--- src/hdl/mmu_cfg.svh ---
// offsets, field positions, reset values and codes of the mmu check block
`ifndef MMU_CFG_SVH
`define MMU_CFG_SVH
// register indices; byte address is four times the index
`define IDX_CTRL      10'h001
`define IDX_TABLE     10'h002
`define IDX_DOMAIN    10'h003
`define IDX_FSTATUS   10'h005
`define IDX_FADDR     10'h006
// control register fields
`define CTRL_MMU      0
`define CTRL_ALIGN    1
`define CTRL_CACHE    2
`define CTRL_WBUF     3
`define CTRL_SYS      8
// reset values
`define CTRL_RST      32'h0000_0000
`define TABLE_RST     32'h0000_0000
`define DOMAIN_RST    32'h0000_0000
// descriptor type codes, bits 1:0
`define DESC_FAULT    2'h0
`define DESC_PAGE     2'h1
`define DESC_SECTION  2'h2
`define DESC_LARGE    2'h1
`define DESC_SMALL    2'h2
// domain field and permission codes
`define DOM_CLIENT    2'h1
`define DOM_MANAGER   2'h3
`define PC_NONE       2'h0
`define PC_SUPER      2'h1
`define PC_UREAD      2'h2
`define PC_ALL        2'h3
// fault source codes
`define FS_WBUF       4'h0
`define FS_ALIGN      4'h1
`define FS_LF_SEC     4'h4
`define FS_TR_SEC     4'h5
`define FS_LF_PG      4'h6
`define FS_TR_PG      4'h7
`define FS_OT_SEC     4'h8
`define FS_DOM_SEC    4'h9
`define FS_OT_PG      4'hA
`define FS_DOM_PG     4'hB
`define FS_L1_BUS     4'hC
`define FS_PERM_SEC   4'hD
`define FS_L2_BUS     4'hE
`define FS_PERM_PG    4'hF
`endif

--- src/hdl/mmu_pkg.sv ---
// types shared by the mmu check block
package mmu_pkg;
   typedef enum logic [1:0] {ST_IDLE, ST_L1, ST_L2, ST_DONE} walk_state_e;

   typedef struct packed {
      logic [31:0] vaddr;
      logic        write;
      logic        user;
      logic        word;
      logic        ifetch;
   } acc_req_s;

   typedef struct packed {
      logic [31:0] paddr;
      logic        cacheable;
      logic        bufferable;
      logic        updateable;
      logic        abort;
      logic [3:0]  fs;
   } acc_resp_s;
endpackage : mmu_pkg

--- src/hdl/perm_eval.sv ---
// domain and access permission evaluation for one access
`timescale 1ns/1ps
`include "mmu_cfg.svh"
module perm_eval (
   // clock and reset, for checks only
   input  wire logic       core_clk,
   input  wire logic       reset_n,
   // access and attributes
   input  wire logic [1:0] dom_field,
   input  wire logic [1:0] access_perm_code,
   input  wire logic       sys_prot,
   input  wire logic       user,
   input  wire logic       write,
   // result
   output logic            domain_fault,
   output logic            perm_fault
);
   logic ok;

   always_comb begin
      domain_fault = (dom_field != `DOM_CLIENT) && (dom_field != `DOM_MANAGER); // [RULE23]
      unique case (access_perm_code)
         `PC_NONE:  ok = sys_prot && !user && !write; // [RULE6]
         `PC_SUPER: ok = !user;                      // [RULE7]
         `PC_UREAD: ok = !user || !write;            // [RULE8]
         `PC_ALL:   ok = 1'b1;                       // [RULE9]
      endcase
      perm_fault = (dom_field == `DOM_CLIENT) && !ok; // [RULE5]
   end
endmodule : perm_eval

--- src/hdl/mmu_check.sv ---
// mmu descriptor decode, permission check and fault recording
//
// The placing of the registers and the APB slave port were chosen for this implementation.
`timescale 1ns/1ps
`include "mmu_cfg.svh"
// Behaviour
// RULE1: section bits 4:2 are update, cache, buffer
// RULE2: updateable section updates cache on writes
// RULE3: cache and buffer flags gated by enables
// RULE4: section bits 8:5 select one domain
// RULE5: permission bits 11:10 apply in client only
// RULE6: code 00 faults all, S allows supervisor read
// RULE7: code 01 supervisor only
// RULE8: code 10 user reads, supervisor all
// RULE9: code 11 allows everything
// RULE10: section base from bits 31:20
// RULE11: check permissions before physical address
// RULE12: page descriptor 00 faults, 01 large, 10 small
// RULE13: page bit 2 buffer, bit 3 cache
// RULE14: four sub-page permission fields, bits 11:4
// RULE15: page number bits 31:12 small, 31:16 large
// RULE16: software repeats large entries sixteen times
// RULE17: alignment, translation, domain, permission faults abort
// RULE18: internal faults suppress the external access
// RULE19: data abort stores status, domain, address
// RULE20: prefetch abort only tags, registers unchanged
// RULE21: tag aborts on execution, dropped on discard
// RULE22: coinciding aborts reported by priority
// RULE23: domain 00/10 fault, 01 check, 11 bypass
// RULE24: first level 00 faults, 01 page, 10 section
// RULE25: first level address from base and address
// RULE26: low virtual bits pass as offset
module mmu_check (
   // clock and reset
   input  wire logic               core_clk,
   input  wire logic               reset_n,
   // register bus
   input  wire logic [11:0]        paddr,
   input  wire logic               psel,
   input  wire logic               penable,
   input  wire logic               pwrite,
   input  wire logic [31:0]        pwdata,
   output logic      [31:0]        prdata,
   output logic                    pready,
   output logic                    pslverr,
   // access from the core
   input  wire logic               acc_valid,
   input  wire mmu_pkg::acc_req_s  acc,
   output logic                    acc_busy,
   output logic                    resp_valid,
   output mmu_pkg::acc_resp_s      resp,
   output logic                    mem_start,
   // instruction pipeline
   input  wire logic               insn_execute,
   input  wire logic               insn_discard,
   output logic                    prefetch_abort,
   // descriptor fetch
   output logic                    desc_req,
   output logic      [31:0]        desc_addr,
   input  wire logic               desc_valid,
   input  wire logic [31:0]        desc_data,
   input  wire logic               desc_err,
   // external aborts
   input  wire logic               ext_abort,
   input  wire logic               ext_linefetch,
   input  wire logic               wbuf_error
);
   import mmu_pkg::*;

   logic [31:0] ctrl_q;
   logic [31:0] table_base_reg_q;
   logic [31:0] domain_reg_q;
   logic [7:0]  fault_status_reg_q;
   logic [31:0] fault_address_reg_q;
   logic [31:0] prdata_q;
   logic        pready_q;
   logic        pslverr_q;
   walk_state_e state_q;
   acc_req_s    acc_q;
   logic [31:0] l1_q;
   logic [31:0] l2_q;
   logic        pend_q;
   logic [3:0]  pfs_q;
   logic        page_q;
   logic        flat_q;
   logic        desc_req_q;
   logic [31:0] desc_addr_q;
   acc_resp_s   resp_q;
   logic        resp_valid_q;
   logic        mem_start_q;
   logic        acc_busy_q;
   logic        tag_q;
   logic        prefetch_abort_q;

   logic [9:0]  reg_idx;
   logic        hit_c;
   logic [31:0] rdata_c;
   logic        align_c;
   logic [3:0]  dom_c;
   logic [1:0]  dom_field_c;
   logic        large_c;
   logic [1:0]  sp_sel_c;
   logic [1:0]  perm_c;
   logic        domain_fault_c;
   logic        perm_fault_c;
   logic        done_fault_c;
   logic [3:0]  done_fs_c;
   logic [7:0]  done_fsr_c;
   logic [31:0] paddr_c;
   logic        tag_set_c;

   assign prdata         = prdata_q;
   assign pready         = pready_q;
   assign pslverr        = pslverr_q;
   assign desc_req       = desc_req_q;
   assign desc_addr      = desc_addr_q;
   assign resp           = resp_q;
   assign resp_valid     = resp_valid_q;
   assign mem_start      = mem_start_q;
   assign acc_busy       = acc_busy_q;
   assign prefetch_abort = prefetch_abort_q;

   // register decode
   always_comb begin
      reg_idx = paddr[11:2];
      hit_c   = 1'b1;
      rdata_c = 32'h0000_0000;
      unique case (reg_idx)
         `IDX_CTRL:    rdata_c = ctrl_q;
         `IDX_TABLE:   rdata_c = table_base_reg_q;
         `IDX_DOMAIN:  rdata_c = domain_reg_q;
         `IDX_FSTATUS: rdata_c = {24'h00_0000, fault_status_reg_q};
         `IDX_FADDR:   rdata_c = fault_address_reg_q;
         default:      hit_c   = 1'b0;
      endcase
   end

   // answer in the first access cycle, data sampled at setup
   always_ff @(posedge core_clk or negedge reset_n) begin
      if (!reset_n) begin
         pready_q  <= 1'b0;
         pslverr_q <= 1'b0;
         prdata_q  <= 32'h0000_0000;
      end else begin
         pready_q  <= psel && !penable;
         pslverr_q <= psel && !penable && !hit_c;
         prdata_q  <= (psel && !penable && !pwrite) ? rdata_c : 32'h0000_0000;
      end
   end

   // software registers; table base keeps a 16Kb boundary
   always_ff @(posedge core_clk or negedge reset_n) begin
      if (!reset_n) begin
         ctrl_q           <= `CTRL_RST;
         table_base_reg_q <= `TABLE_RST;
         domain_reg_q     <= `DOMAIN_RST;
      end else if (psel && penable && pready_q && pwrite) begin
         if (reg_idx == `IDX_CTRL)
            ctrl_q <= pwdata;
         if (reg_idx == `IDX_TABLE)
            table_base_reg_q <= {pwdata[31:14], 14'h0000};
         if (reg_idx == `IDX_DOMAIN)
            domain_reg_q <= pwdata;
      end
   end

   // check of the fetched descriptors
   always_comb begin
      align_c = ctrl_q[`CTRL_ALIGN] && acc.word && !acc.ifetch
                && (acc.vaddr[1:0] != 2'h0); // [RULE17]
      dom_c       = l1_q[8:5]; // [RULE4]
      dom_field_c = domain_reg_q[{dom_c, 1'b0} +: 2]; // [RULE4]
      large_c     = l2_q[1:0] == `DESC_LARGE;
      sp_sel_c    = large_c ? acc_q.vaddr[15:14] : acc_q.vaddr[11:10];
      perm_c = page_q ? l2_q[{sp_sel_c, 1'b0} + 4'h4 +: 2] : l1_q[11:10]; // [RULE14] [RULE5]
   end

   perm_eval u_perm (
      .core_clk     (core_clk),
      .reset_n      (reset_n),
      .dom_field    (dom_field_c),
      .access_perm_code (perm_c),
      .sys_prot     (ctrl_q[`CTRL_SYS]),
      .user         (acc_q.user),
      .write        (acc_q.write),
      .domain_fault (domain_fault_c),
      .perm_fault   (perm_fault_c)
   );

   always_comb begin
      done_fault_c = pend_q || (!flat_q && (domain_fault_c || perm_fault_c)); // [RULE17]
      if (pend_q)
         done_fs_c = pfs_q;
      else if (domain_fault_c)
         done_fs_c = page_q ? `FS_DOM_PG : `FS_DOM_SEC;
      else
         done_fs_c = page_q ? `FS_PERM_PG : `FS_PERM_SEC;
      done_fsr_c = {dom_c, done_fs_c};
      if (flat_q)
         paddr_c = acc_q.vaddr;
      else if (!page_q)
         paddr_c = {l1_q[31:20], acc_q.vaddr[19:0]}; // [RULE10] [RULE26]
      else if (large_c)
         paddr_c = {l2_q[31:16], acc_q.vaddr[15:0]}; // [RULE15] [RULE26]
      else
         paddr_c = {l2_q[31:12], acc_q.vaddr[11:0]}; // [RULE15] [RULE26]
   end

   // table walk
   always_ff @(posedge core_clk or negedge reset_n) begin
      if (!reset_n) begin
         state_q     <= ST_IDLE;
         acc_q       <= '0;
         l1_q        <= 32'h0000_0000;
         l2_q        <= 32'h0000_0000;
         pend_q      <= 1'b0;
         pfs_q       <= 4'h0;
         page_q      <= 1'b0;
         flat_q      <= 1'b0;
         desc_req_q  <= 1'b0;
         desc_addr_q <= 32'h0000_0000;
      end else begin
         unique case (state_q)
            ST_IDLE: begin
               if (acc_valid) begin
                  acc_q  <= acc;
                  pend_q <= 1'b0;
                  page_q <= 1'b0;
                  flat_q <= !ctrl_q[`CTRL_MMU];
                  l1_q   <= 32'h0000_0000;
                  l2_q   <= 32'h0000_0000;
                  if (align_c) begin
                     pend_q  <= 1'b1; // [RULE17]
                     pfs_q   <= `FS_ALIGN;
                     state_q <= ST_DONE;
                  end else if (!ctrl_q[`CTRL_MMU]) begin
                     state_q <= ST_DONE;
                  end else begin
                     desc_req_q  <= 1'b1;
                     desc_addr_q <= {table_base_reg_q[31:14], acc.vaddr[31:20], 2'h0}; // [RULE25]
                     state_q     <= ST_L1;
                  end
               end
            end
            ST_L1: begin
               if (desc_valid) begin
                  desc_req_q <= 1'b0;
                  l1_q       <= desc_data;
                  if (desc_err) begin
                     pend_q  <= 1'b1;
                     pfs_q   <= `FS_L1_BUS;
                     state_q <= ST_DONE;
                  end else if (desc_data[1:0] == `DESC_PAGE) begin
                     page_q      <= 1'b1; // [RULE24]
                     desc_req_q  <= 1'b1;
                     desc_addr_q <= {desc_data[31:10], acc_q.vaddr[19:12], 2'h0};
                     state_q     <= ST_L2;
                  end else begin
                     if (desc_data[1:0] != `DESC_SECTION) begin
                        pend_q <= 1'b1; // [RULE24]
                        pfs_q  <= `FS_TR_SEC;
                     end
                     state_q <= ST_DONE;
                  end
               end
            end
            ST_L2: begin
               if (desc_valid) begin
                  desc_req_q <= 1'b0;
                  l2_q       <= desc_data;
                  if (desc_err) begin
                     pend_q <= 1'b1;
                     pfs_q  <= `FS_L2_BUS;
                  end else if (desc_data[1:0] != `DESC_LARGE
                               && desc_data[1:0] != `DESC_SMALL) begin
                     pend_q <= 1'b1; // [RULE12]
                     pfs_q  <= `FS_TR_PG;
                  end
                  state_q <= ST_DONE;
               end
            end
            ST_DONE: begin
               state_q <= ST_IDLE;
            end
         endcase
      end
   end

   // answer to the core; address only for a checked access
   always_ff @(posedge core_clk or negedge reset_n) begin
      if (!reset_n) begin
         resp_q       <= '0;
         resp_valid_q <= 1'b0;
         mem_start_q  <= 1'b0;
         acc_busy_q   <= 1'b0;
      end else begin
         acc_busy_q   <= (state_q == ST_IDLE) ? acc_valid : (state_q != ST_DONE);
         resp_valid_q <= state_q == ST_DONE;
         mem_start_q  <= (state_q == ST_DONE) && !done_fault_c; // [RULE18]
         if (state_q == ST_DONE) begin
            resp_q.abort <= done_fault_c; // [RULE17]
            resp_q.fs    <= done_fault_c ? done_fs_c : 4'h0;
            resp_q.paddr <= done_fault_c ? 32'h0000_0000 : paddr_c; // [RULE11]
            resp_q.cacheable <= !done_fault_c && !flat_q && ctrl_q[`CTRL_CACHE]
                                && (page_q ? l2_q[3] : l1_q[3]); // [RULE1] [RULE3] [RULE13]
            resp_q.bufferable <= !done_fault_c && !flat_q && ctrl_q[`CTRL_WBUF]
                                 && (page_q ? l2_q[2] : l1_q[2]); // [RULE1] [RULE3] [RULE13]
            resp_q.updateable <= !done_fault_c && !flat_q && !page_q && l1_q[4]
                                 && ctrl_q[`CTRL_CACHE] && acc_q.write; // [RULE1] [RULE2]
         end
      end
   end

   // fault status and address, highest source first
   always_ff @(posedge core_clk or negedge reset_n) begin
      if (!reset_n) begin
         fault_status_reg_q  <= 8'h00;
         fault_address_reg_q <= 32'h0000_0000;
      end else if (wbuf_error) begin
         fault_status_reg_q <= {4'h0, `FS_WBUF}; // [RULE22]
      end else if (ext_abort && !acc_q.ifetch) begin
         fault_address_reg_q <= acc_q.vaddr;
         if (ext_linefetch)
            fault_status_reg_q <= {dom_c, page_q ? `FS_LF_PG : `FS_LF_SEC}; // [RULE22]
         else
            fault_status_reg_q <= {dom_c, page_q ? `FS_OT_PG : `FS_OT_SEC}; // [RULE22]
      end else if (state_q == ST_DONE && done_fault_c && !acc_q.ifetch) begin
         fault_status_reg_q  <= done_fsr_c; // [RULE19]
         fault_address_reg_q <= acc_q.vaddr; // [RULE19]
      end
   end

   // prefetch abort tag travels with the fetched instruction
   assign tag_set_c = acc_q.ifetch
                      && ((state_q == ST_DONE && done_fault_c) || ext_abort); // [RULE20]

   always_ff @(posedge core_clk or negedge reset_n) begin
      if (!reset_n) begin
         tag_q            <= 1'b0;
         prefetch_abort_q <= 1'b0;
      end else begin
         tag_q            <= tag_set_c || (tag_q && !insn_discard && !insn_execute); // [RULE21]
         prefetch_abort_q <= insn_execute && tag_q; // [RULE21]
      end
   end
endmodule : mmu_check

--- config.mk ---
export PLATFORM = sky130hd
export DESIGN_NAME = mmu_check
export DESIGN_NICKNAME = d
export VERILOG_FILES = /design/src/hdl/mmu_pkg.sv /design/src/hdl/perm_eval.sv /design/src/hdl/mmu_check.sv
export VERILOG_INCLUDE_DIRS = /design/src /design/src/hdl
export SDC_FILE = /design/constraint.sdc
export NUM_CORES = 1
export LEC_CHECK = 0
export BUFFER_PORTS_ARGS = -buffer_cell sky130_fd_sc_hd__buf_4
export CORE_MARGIN = 2
export CORE_UTILIZATION = 46
export CTS_CLUSTER_SIZE = 20
export DETAILED_ROUTE_END_ITERATION = 6
export PLACE_DENSITY = 0.67
export SETUP_SLACK_MARGIN = 0.05
export SYNTH_ARGS = -nofsm -noshare
export SYNTH_HDL_FRONTEND = slang
export SYNTH_HIERARCHICAL = 1
export SYNTH_SLANG_ARGS = --single-unit
--- constraint.sdc ---
create_clock -name core_clk -period 3.5 [get_ports core_clk]
set_clock_uncertainty 0.05 [all_clocks]
set_input_delay 0.525 -clock core_clk [delete_from_list [all_inputs] [get_ports core_clk]]
set_output_delay 0.525 -clock core_clk [all_outputs]
set_load 0.05 [all_outputs]
# --- Yosys cells after proc, flatten, opt, wreduce, memory -nomap -nowiden ---
# Index checks and enable logic that the tools add are counted.
word_totals:
  regBits: 342
classes:
  add_sub_neg: 1
  n_eq_ne: 30
  shift: 2
  muxes: 78
  bitwise_logic: 1
  reduce_logical: 73
ops:
  columns: ["operator", "n"]
  rows:
  - ["32-bit two-way mux", 14]
  - ["32-bit case mux with 2 select lines", 3]
  - ["32-bit case mux with 5 select lines", 1]
  - ["4-bit two-way mux", 12]
  - ["1-bit logical AND", 32]
  - ["32-bit by 5-bit variable part select with 2-bit output", 1]
  - ["32-bit by 6-bit variable part select with 2-bit output", 1]
  - ["1-bit two-way mux", 26]
  - ["8-bit two-way mux", 3]
  - ["2-bit two-way mux", 11]
  - ["2-bit != test (second input constant)", 11]
  - ["10-bit by 2-bit == test with 1-bit output (second input constant)", 2]
  - ["10-bit by 3-bit == test with 1-bit output (second input constant)", 2]
  - ["16-bit two-way mux", 1]
  - ["1-bit zero test", 14]
  - ["7-bit AND reduction", 2]
  - ["4-bit case mux with 3 select lines", 1]
  - ["10-bit by 1-bit == test with 1-bit output (second input constant)", 1]
  - ["2-bit by 1-bit == test with 1-bit output (second input constant)", 5]
  - ["2-bit AND reduction", 5]
  - ["3-bit != test (second input constant)", 3]
  - ["3-bit AND reduction", 3]
  - ["2-bit == test (second input constant)", 4]
  - ["2-bit case mux with 4 select lines", 1]
  - ["15 further kinds", 26]

# --- Longest topological paths before layout ---
logic_depth:
  depth_word: 18
  depth_mapped: 12
  mapped_depth_nobuf: 11

# --- Hierarchy ---
# Netlist, hierarchy kept.
modules_own_cells:
  columns: ["mod", "instances", "cells_per_inst", "area_per_inst_um2", "seq_area_each_um2"]
  rows:
  - ["mmu_check", 1, 1126, 14437.6, 8232.9]
  - ["perm_eval", 1, 6, 41.3, 0.0]

# --- Worst setup path before layout ---
# No wires, ideal clock.
synth_timing:
  path_kind: "flip-flop to flip-flop"
  startpoint: "register l2_q[1]"
  endpoint: "register fault_address_reg_q[10]"
  setup_time_ns: 0.125
  arrival_ns: 2.805
  required_time_ns: 3.325
  slack_ns: 0.521
  path_stages_with_launch: 13
  path_buffers: 1
  period_less_slack_ns: 2.979
  path_cell_list: "dfrtp_1 -> nand2b_1 -> mux2i_1 -> mux2i_1 -> o221ai_1 -> nor2_1 -> o21bai_1 -> a211oi_2 -> nor2_1 -> o31ai_1 -> nand2_1 -> buf_2 -> mux2_2"
synth_via:
  elab_chain_len: 16
  elab_cells_between_ends: 19
  classes_between: "add/sub: 1; eq/ne: 4; shift: 1; mux: 3; reduce/logical: 10"
synth_rtl:
  columns: ["item", "line", "source"]
  rows:
  - ["start: declaration", "mmu_check.sv:81", "logic [31:0] l2_q;"]
  - ["start signal: assignment", "mmu_check.sv:270", "l2_q <= desc_data;"]
  - ["2-bit by 1-bit == test with 1-bit output (no source line)", null, null]
  - ["2-bit two-way mux", "mmu_check.sv:174", "sp_sel_c = large_c ? acc_q.vaddr[15:14] : acc_q.vaddr[11:10];"]
  - ["3-bit by 3-bit adder with 4-bit output", "mmu_check.sv:175", "perm_c = page_q ? l2_q[{sp_sel_c, 1'b0} + 4'h4 +: 2] : l1_q[11:10];"]
  - ["32-bit by 5-bit variable part select with 2-bit output *", "mmu_check.sv:175", null]
  - ["2-bit two-way mux *", "mmu_check.sv:175", null]
  - ["via perm_c[0]", "mmu_check.sv:103", "logic [1:0] perm_c;"]
  - ["2-bit == test, or another cell as far along", "perm_eval.sv:22", "unique case (access_perm_code)"]
  - ["1-bit case mux with 4 select lines *", "perm_eval.sv:22", null]
  - ["1-bit zero test *", "perm_eval.sv:28", "perm_fault = (dom_field == `DOM_CLIENT) && !ok;"]
  - ["1-bit logical AND *", "perm_eval.sv:28", null]
  - ["via perm_fault_c", "mmu_check.sv:105", "logic perm_fault_c;"]
  - ["1-bit logical OR *", "mmu_check.sv:191", "done_fault_c = pend_q || (!flat_q && (domain_fault_c || perm_fault_c));"]
  - ["1-bit logical AND *", "mmu_check.sv:191", null]
  - ["1-bit logical OR *", "mmu_check.sv:191", null]
  - ["1-bit logical AND * (2 in a row)", "mmu_check.sv:327", "end else if (state_q == ST_DONE && done_fault_c && !acc_q.ifetch) begin"]
  - ["2-bit nonzero test (no source line) *", null, null]
  - ["2-bit AND reduction (no source line) *", null, null]
  - ["end signal: assignment", "mmu_check.sv:322", "fault_address_reg_q <= acc_q.vaddr;"]
  - ["end signal: assignment", "mmu_check.sv:329", "fault_address_reg_q <= acc_q.vaddr;"]
  - ["end: declaration", "mmu_check.sv:74", "logic [31:0] fault_address_reg_q;"]
# Mark *: on every way through the listed nets, which the timed path passes. The rest lies on a longest branch.
# A chain may end at the register's enable or synchronous reset.

# --- Worst setup path after layout ---
layout_timing:
  startpoint: "register l1_q[5]"
  endpoint: "register resp_q, in the netlist resp[18]"
layout_via:
  elab_chain_len: 7
  elab_cells_between_ends: 10
  classes_between: "eq/ne: 3; shift: 1; mux: 1; reduce/logical: 5"
layout_rtl:
  columns: ["item", "line", "source"]
  rows:
  - ["start: declaration", "mmu_check.sv:80", "logic [31:0] l1_q;"]
  - ["start signal: assignment", "mmu_check.sv:248", "l1_q <= desc_data;"]
  - ["32-bit by 6-bit variable part select with 2-bit output", "mmu_check.sv:172", "dom_field_c = domain_reg_q[{dom_c, 1'b0} +: 2];"]
  - ["via dom_field_c[1]", "mmu_check.sv:100", "logic [1:0] dom_field_c;"]
  - ["2-bit by 1-bit == test with 1-bit output (no source line)", null, null]
  - ["1-bit logical AND", "perm_eval.sv:28", null]
  - ["via perm_fault_c", "mmu_check.sv:105", null]
  - ["1-bit logical OR", "mmu_check.sv:191", null]
  - ["1-bit logical AND", "mmu_check.sv:191", null]
  - ["1-bit logical OR", "mmu_check.sv:191", null]
  - ["32-bit two-way mux", "mmu_check.sv:303", "resp_q.paddr <= done_fault_c ? 32'h0000_0000 : paddr_c;"]
  - ["end: declaration", "mmu_check.sv:88", "acc_resp_s resp_q;"]
# The timed path passes the listed nets, and every way through them passes these cells.

==> results.yml <==
logic_synthesis:
  synth.cell_area_um2: 14480
  synthMuxAreaShare: 0.2288
  async_flop_share: 1.000
  synth_seq_cells: 329
  synth.distinct_cells: 58
  ys.warnings.count: 6
  yosysTopAreaCell: "dfrtp_1"
  synth-edff-count: 0
  syn_inst: 1132
  synth_ff_type: "dfrtp_1"
  synth-xor-area-share: 0
  synthAdderAreaFrac: 0.005185
  synth-compound-area-share: 0.09151
  synth_top_area_share: 0.5686
  synth.area.top_cells: "dfrtp_1 57%, mux2_2 19%, a22o_1 2.8%"
  avgSynthCellArea_um2: 12.79
  yosys.area_share.simple: 0.07872
  synth_top_family_by_area: "multiplexers"
  synth_seq_area_share: 0.5686
final_layout:
  design_area_um2: 17930
  insertedDiodeCount: 0
  syn_to_final_growth_pct: 23.86
  drive_gt1_frac: 0.4281
  fin_nets: 1487
  finalNonFillerCells: 1779
timing:
  rsz0062_at_grt: "false"
  worst_slack_ps: 315.2
  slew_violations: 0
  timing.setup.tns_ps: 0
  slew_headroom: 0.4320
  finalHoldViolations: 20
  worst_pin_slew_ps: 850.3
  fmax_mhz: 314.0
  holdWs_ps: -38.98
  finalCritPeriodShare: 0.9100
  post-route-min-period_ps: 3185
  setup_viol: 0
critical_path:
  reg2reg_to: "resp[18]$_DFFE_PN0P_"
  startpoint_type: "flop"
  rr_worst_depth: 9
  critPathKind: "flop to flop"
  end_kind: "flop"
  required_ps: 3840
  cp.arrival_ps: 3530
  r2r_start: "l1_q[5]$_DFFE_PN0P_"
  r2r_slack_ps: 320
  crit_path_max_fanout: 12
power:
  leakage_nw: 8.678
  power_density_nw_per_um2: 833.8
  power.total_mw: 14.95
  peakVddDrop_v: 0.0005123
clocking:
  cts_resized: 0
  cts_hold_buffers: 0
  cts_setup_buffers: 0
  cts_made_buffers: 36
  clk_latency_ps: 520
  h-tree-depth: 2
  clkTransAtPathRegs_ps: 60
  root_buffer: "clkbuf_16"
  cts_tree: "done"
  clock_sinks: 329
  clockBufferDepth: 3
detailed_routing:
  drt_first_pass_iters: 5
  num_vias: 10060
  route.detailed.drc: 0
  routed_wl_um: 40820
  via_per_inst: 5.657
  ant_nets: 0
  wire_per_inst_um: 22.94
  drt_iter0_drc: 674
die:
  row_count: 64
  coreArea_um2: 30830
  fp.dieH_um: 181.4
  die-area_um2: 32910
  start_util: 0.4696
  fp.dieW_um: 181.4
  io_pins: 236
global_routing:
  antenna_found_initial: 0
  track_usage: 0.2523
  grt_pass1_vias: 10390
  grt_max_degree: 95
  grt_pass1_wl_um: 63320
  grt_overflow: 0
place:
  gp_congestion: 0.8423
  port_buffers: 231
  place_ws_ps: 141.6
  placed_area_um2: 16700
  dp_cells: 1714
  place_hpwl_um: 28930
hold_path:
  hold_path_class: "input port to async pin"
outcome:
  violations: "negative hold slack"
  run_status: "finished with violations"
flow_run:
  drv_cap: 0
[sequential cells by signal, summed over array words and instances, names as in the netlist]
name / cells
resp_valid: 1
mem_start: 1
desc_req: 1
acc_busy: 1
flat_q: 1
prdata: 32
fault_status_reg_q: 8
l1_q: 21
acc_q: 35
state_q: 2
desc_addr: 30
page_q: 1
pfs_q: 4
pend_q: 1
pslverr: 1
resp: 40
table_base_reg_q: 18
pready: 1
prefetch_abort: 1
l2_q: 32
tag_q: 1
domain_reg_q: 32
fault_address_reg_q: 32
ctrl_q: 32
[kinds of logic (layout without fill, tap and decap cells)]
group	count (synthesis)	in the layout
buffers and inverters	94	344
multiplexers	290	290
other	1	2
adder cells (fa/ha/maj)	6	6
AO/OA/AOI/OAI	171	171
flip-flops	329	329
AND/OR/NAND/NOR	241	241
[report_power, final]
group          internal (mW)  switching, mW
combinational           2.09           3.23
sequential              4.85          0.862
clock                   2.39           1.53
[how the worst max path moves through the flow]
stage	from	to	slack (ps)	cells past startpoint
finish	l1_q[5]$_DFFE_PN0P_	resp[18]$_DFFE_PN0P_	320	9
global route	l2_q[1]$_DFFE_PN0P_	resp[19]$_DFFE_PN0P_	110	12
CTS	l1_q[5]$_DFFE_PN0P_	fault_address_reg_q[15]$_DFFE_PN0P_	140	10
detailed placement	l1_q[5]$_DFFE_PN0P_	fault_address_reg_q[24]$_DFFE_PN0P_	140	10
global placement	l1_q[5]$_DFFE_PN0P_	resp[11]$_DFFE_PN0P_	200	9
floorplan	l2_q[1]$_DFFE_PN0P_	fault_address_reg_q[10]$_DFFE_PN0P_	520	12
[final cells by class]
class	count	area, µm²
clock inverters	13	172.7
repair buffers	264	2052
clock buffers	52	1052
well taps	396	495.5
flip-flops and latches	329	8234
inverters	15	56.30
fillers	2514	12900
multi-input cells	710	5871
[critical path: stages, from the launching register on]
cell and delay [ps]:
dfrtp_2 520, buf_12 150, mux4_2 510, a211oi_1 240, a21oi_1 120, a211oi_2 250, nor2_1 110, o21bai_1 680
buf_4 320, o2bb2ai_1 100
[per-layer routing]
layer	vias up	part of all wire	track usage
li1	4538	-	-
met1	5084	0.44	0.3500
met2	355	0.45	0.3853
met3	86	0.064	0.05355
met4	0	0.047	0.1099
met5	-	0	0
[cells in the final DEF (no fill, tap or decap), drive strengths merged, types with 16 or more instances in the layout]
| cell | instances |
|---|---|
| o2bb2ai | 33 |
| a22o | 46 |
| nand3 | 37 |
| mux2 | 248 |
| mux2i | 34 |
| buf | 264 |
| dfrtp | 329 |
| clkbuf | 52 |
| a21oi | 19 |
| inv | 16 |
| nand2 | 100 |
| nor2 | 53 |
| a22oi | 24 |
[metrics by stage]
| step | utilization | hold WS [ps] |
|---|---|---|
| floorplan | - | 179.4 |
| global placement | 0.5418 | 394.8 |
| detailed placement | 0.5418 | 405.6 |
| CTS | 0.5815 | 10.87 |
| global route | 0.5817 | 28.35 |
| finish | 0.5817 | -38.98 |
[cell usage after synthesis, drive strengths merged, types with 3 or more instances]
library cell and instances:
a211oi 4, a21o 4, a22o 46, mux4 8
o31ai 4, a32oi 4, nand3b 3, a32o 4
and4b 3, clkbuf 49, nand2 100, a31oi 4
nor2 53, nand3 37, dfrtp 329, mux2 248
buf 30, o21ai 14, nor3 6, inv 14
nand2b 9, and2 5, nand4 8, ha 6
mux2i 34, a22oi 24, o2bb2ai 33, a21oi 19
nor2b 6, nor4 3
Power figures use the tool's default switching activity.
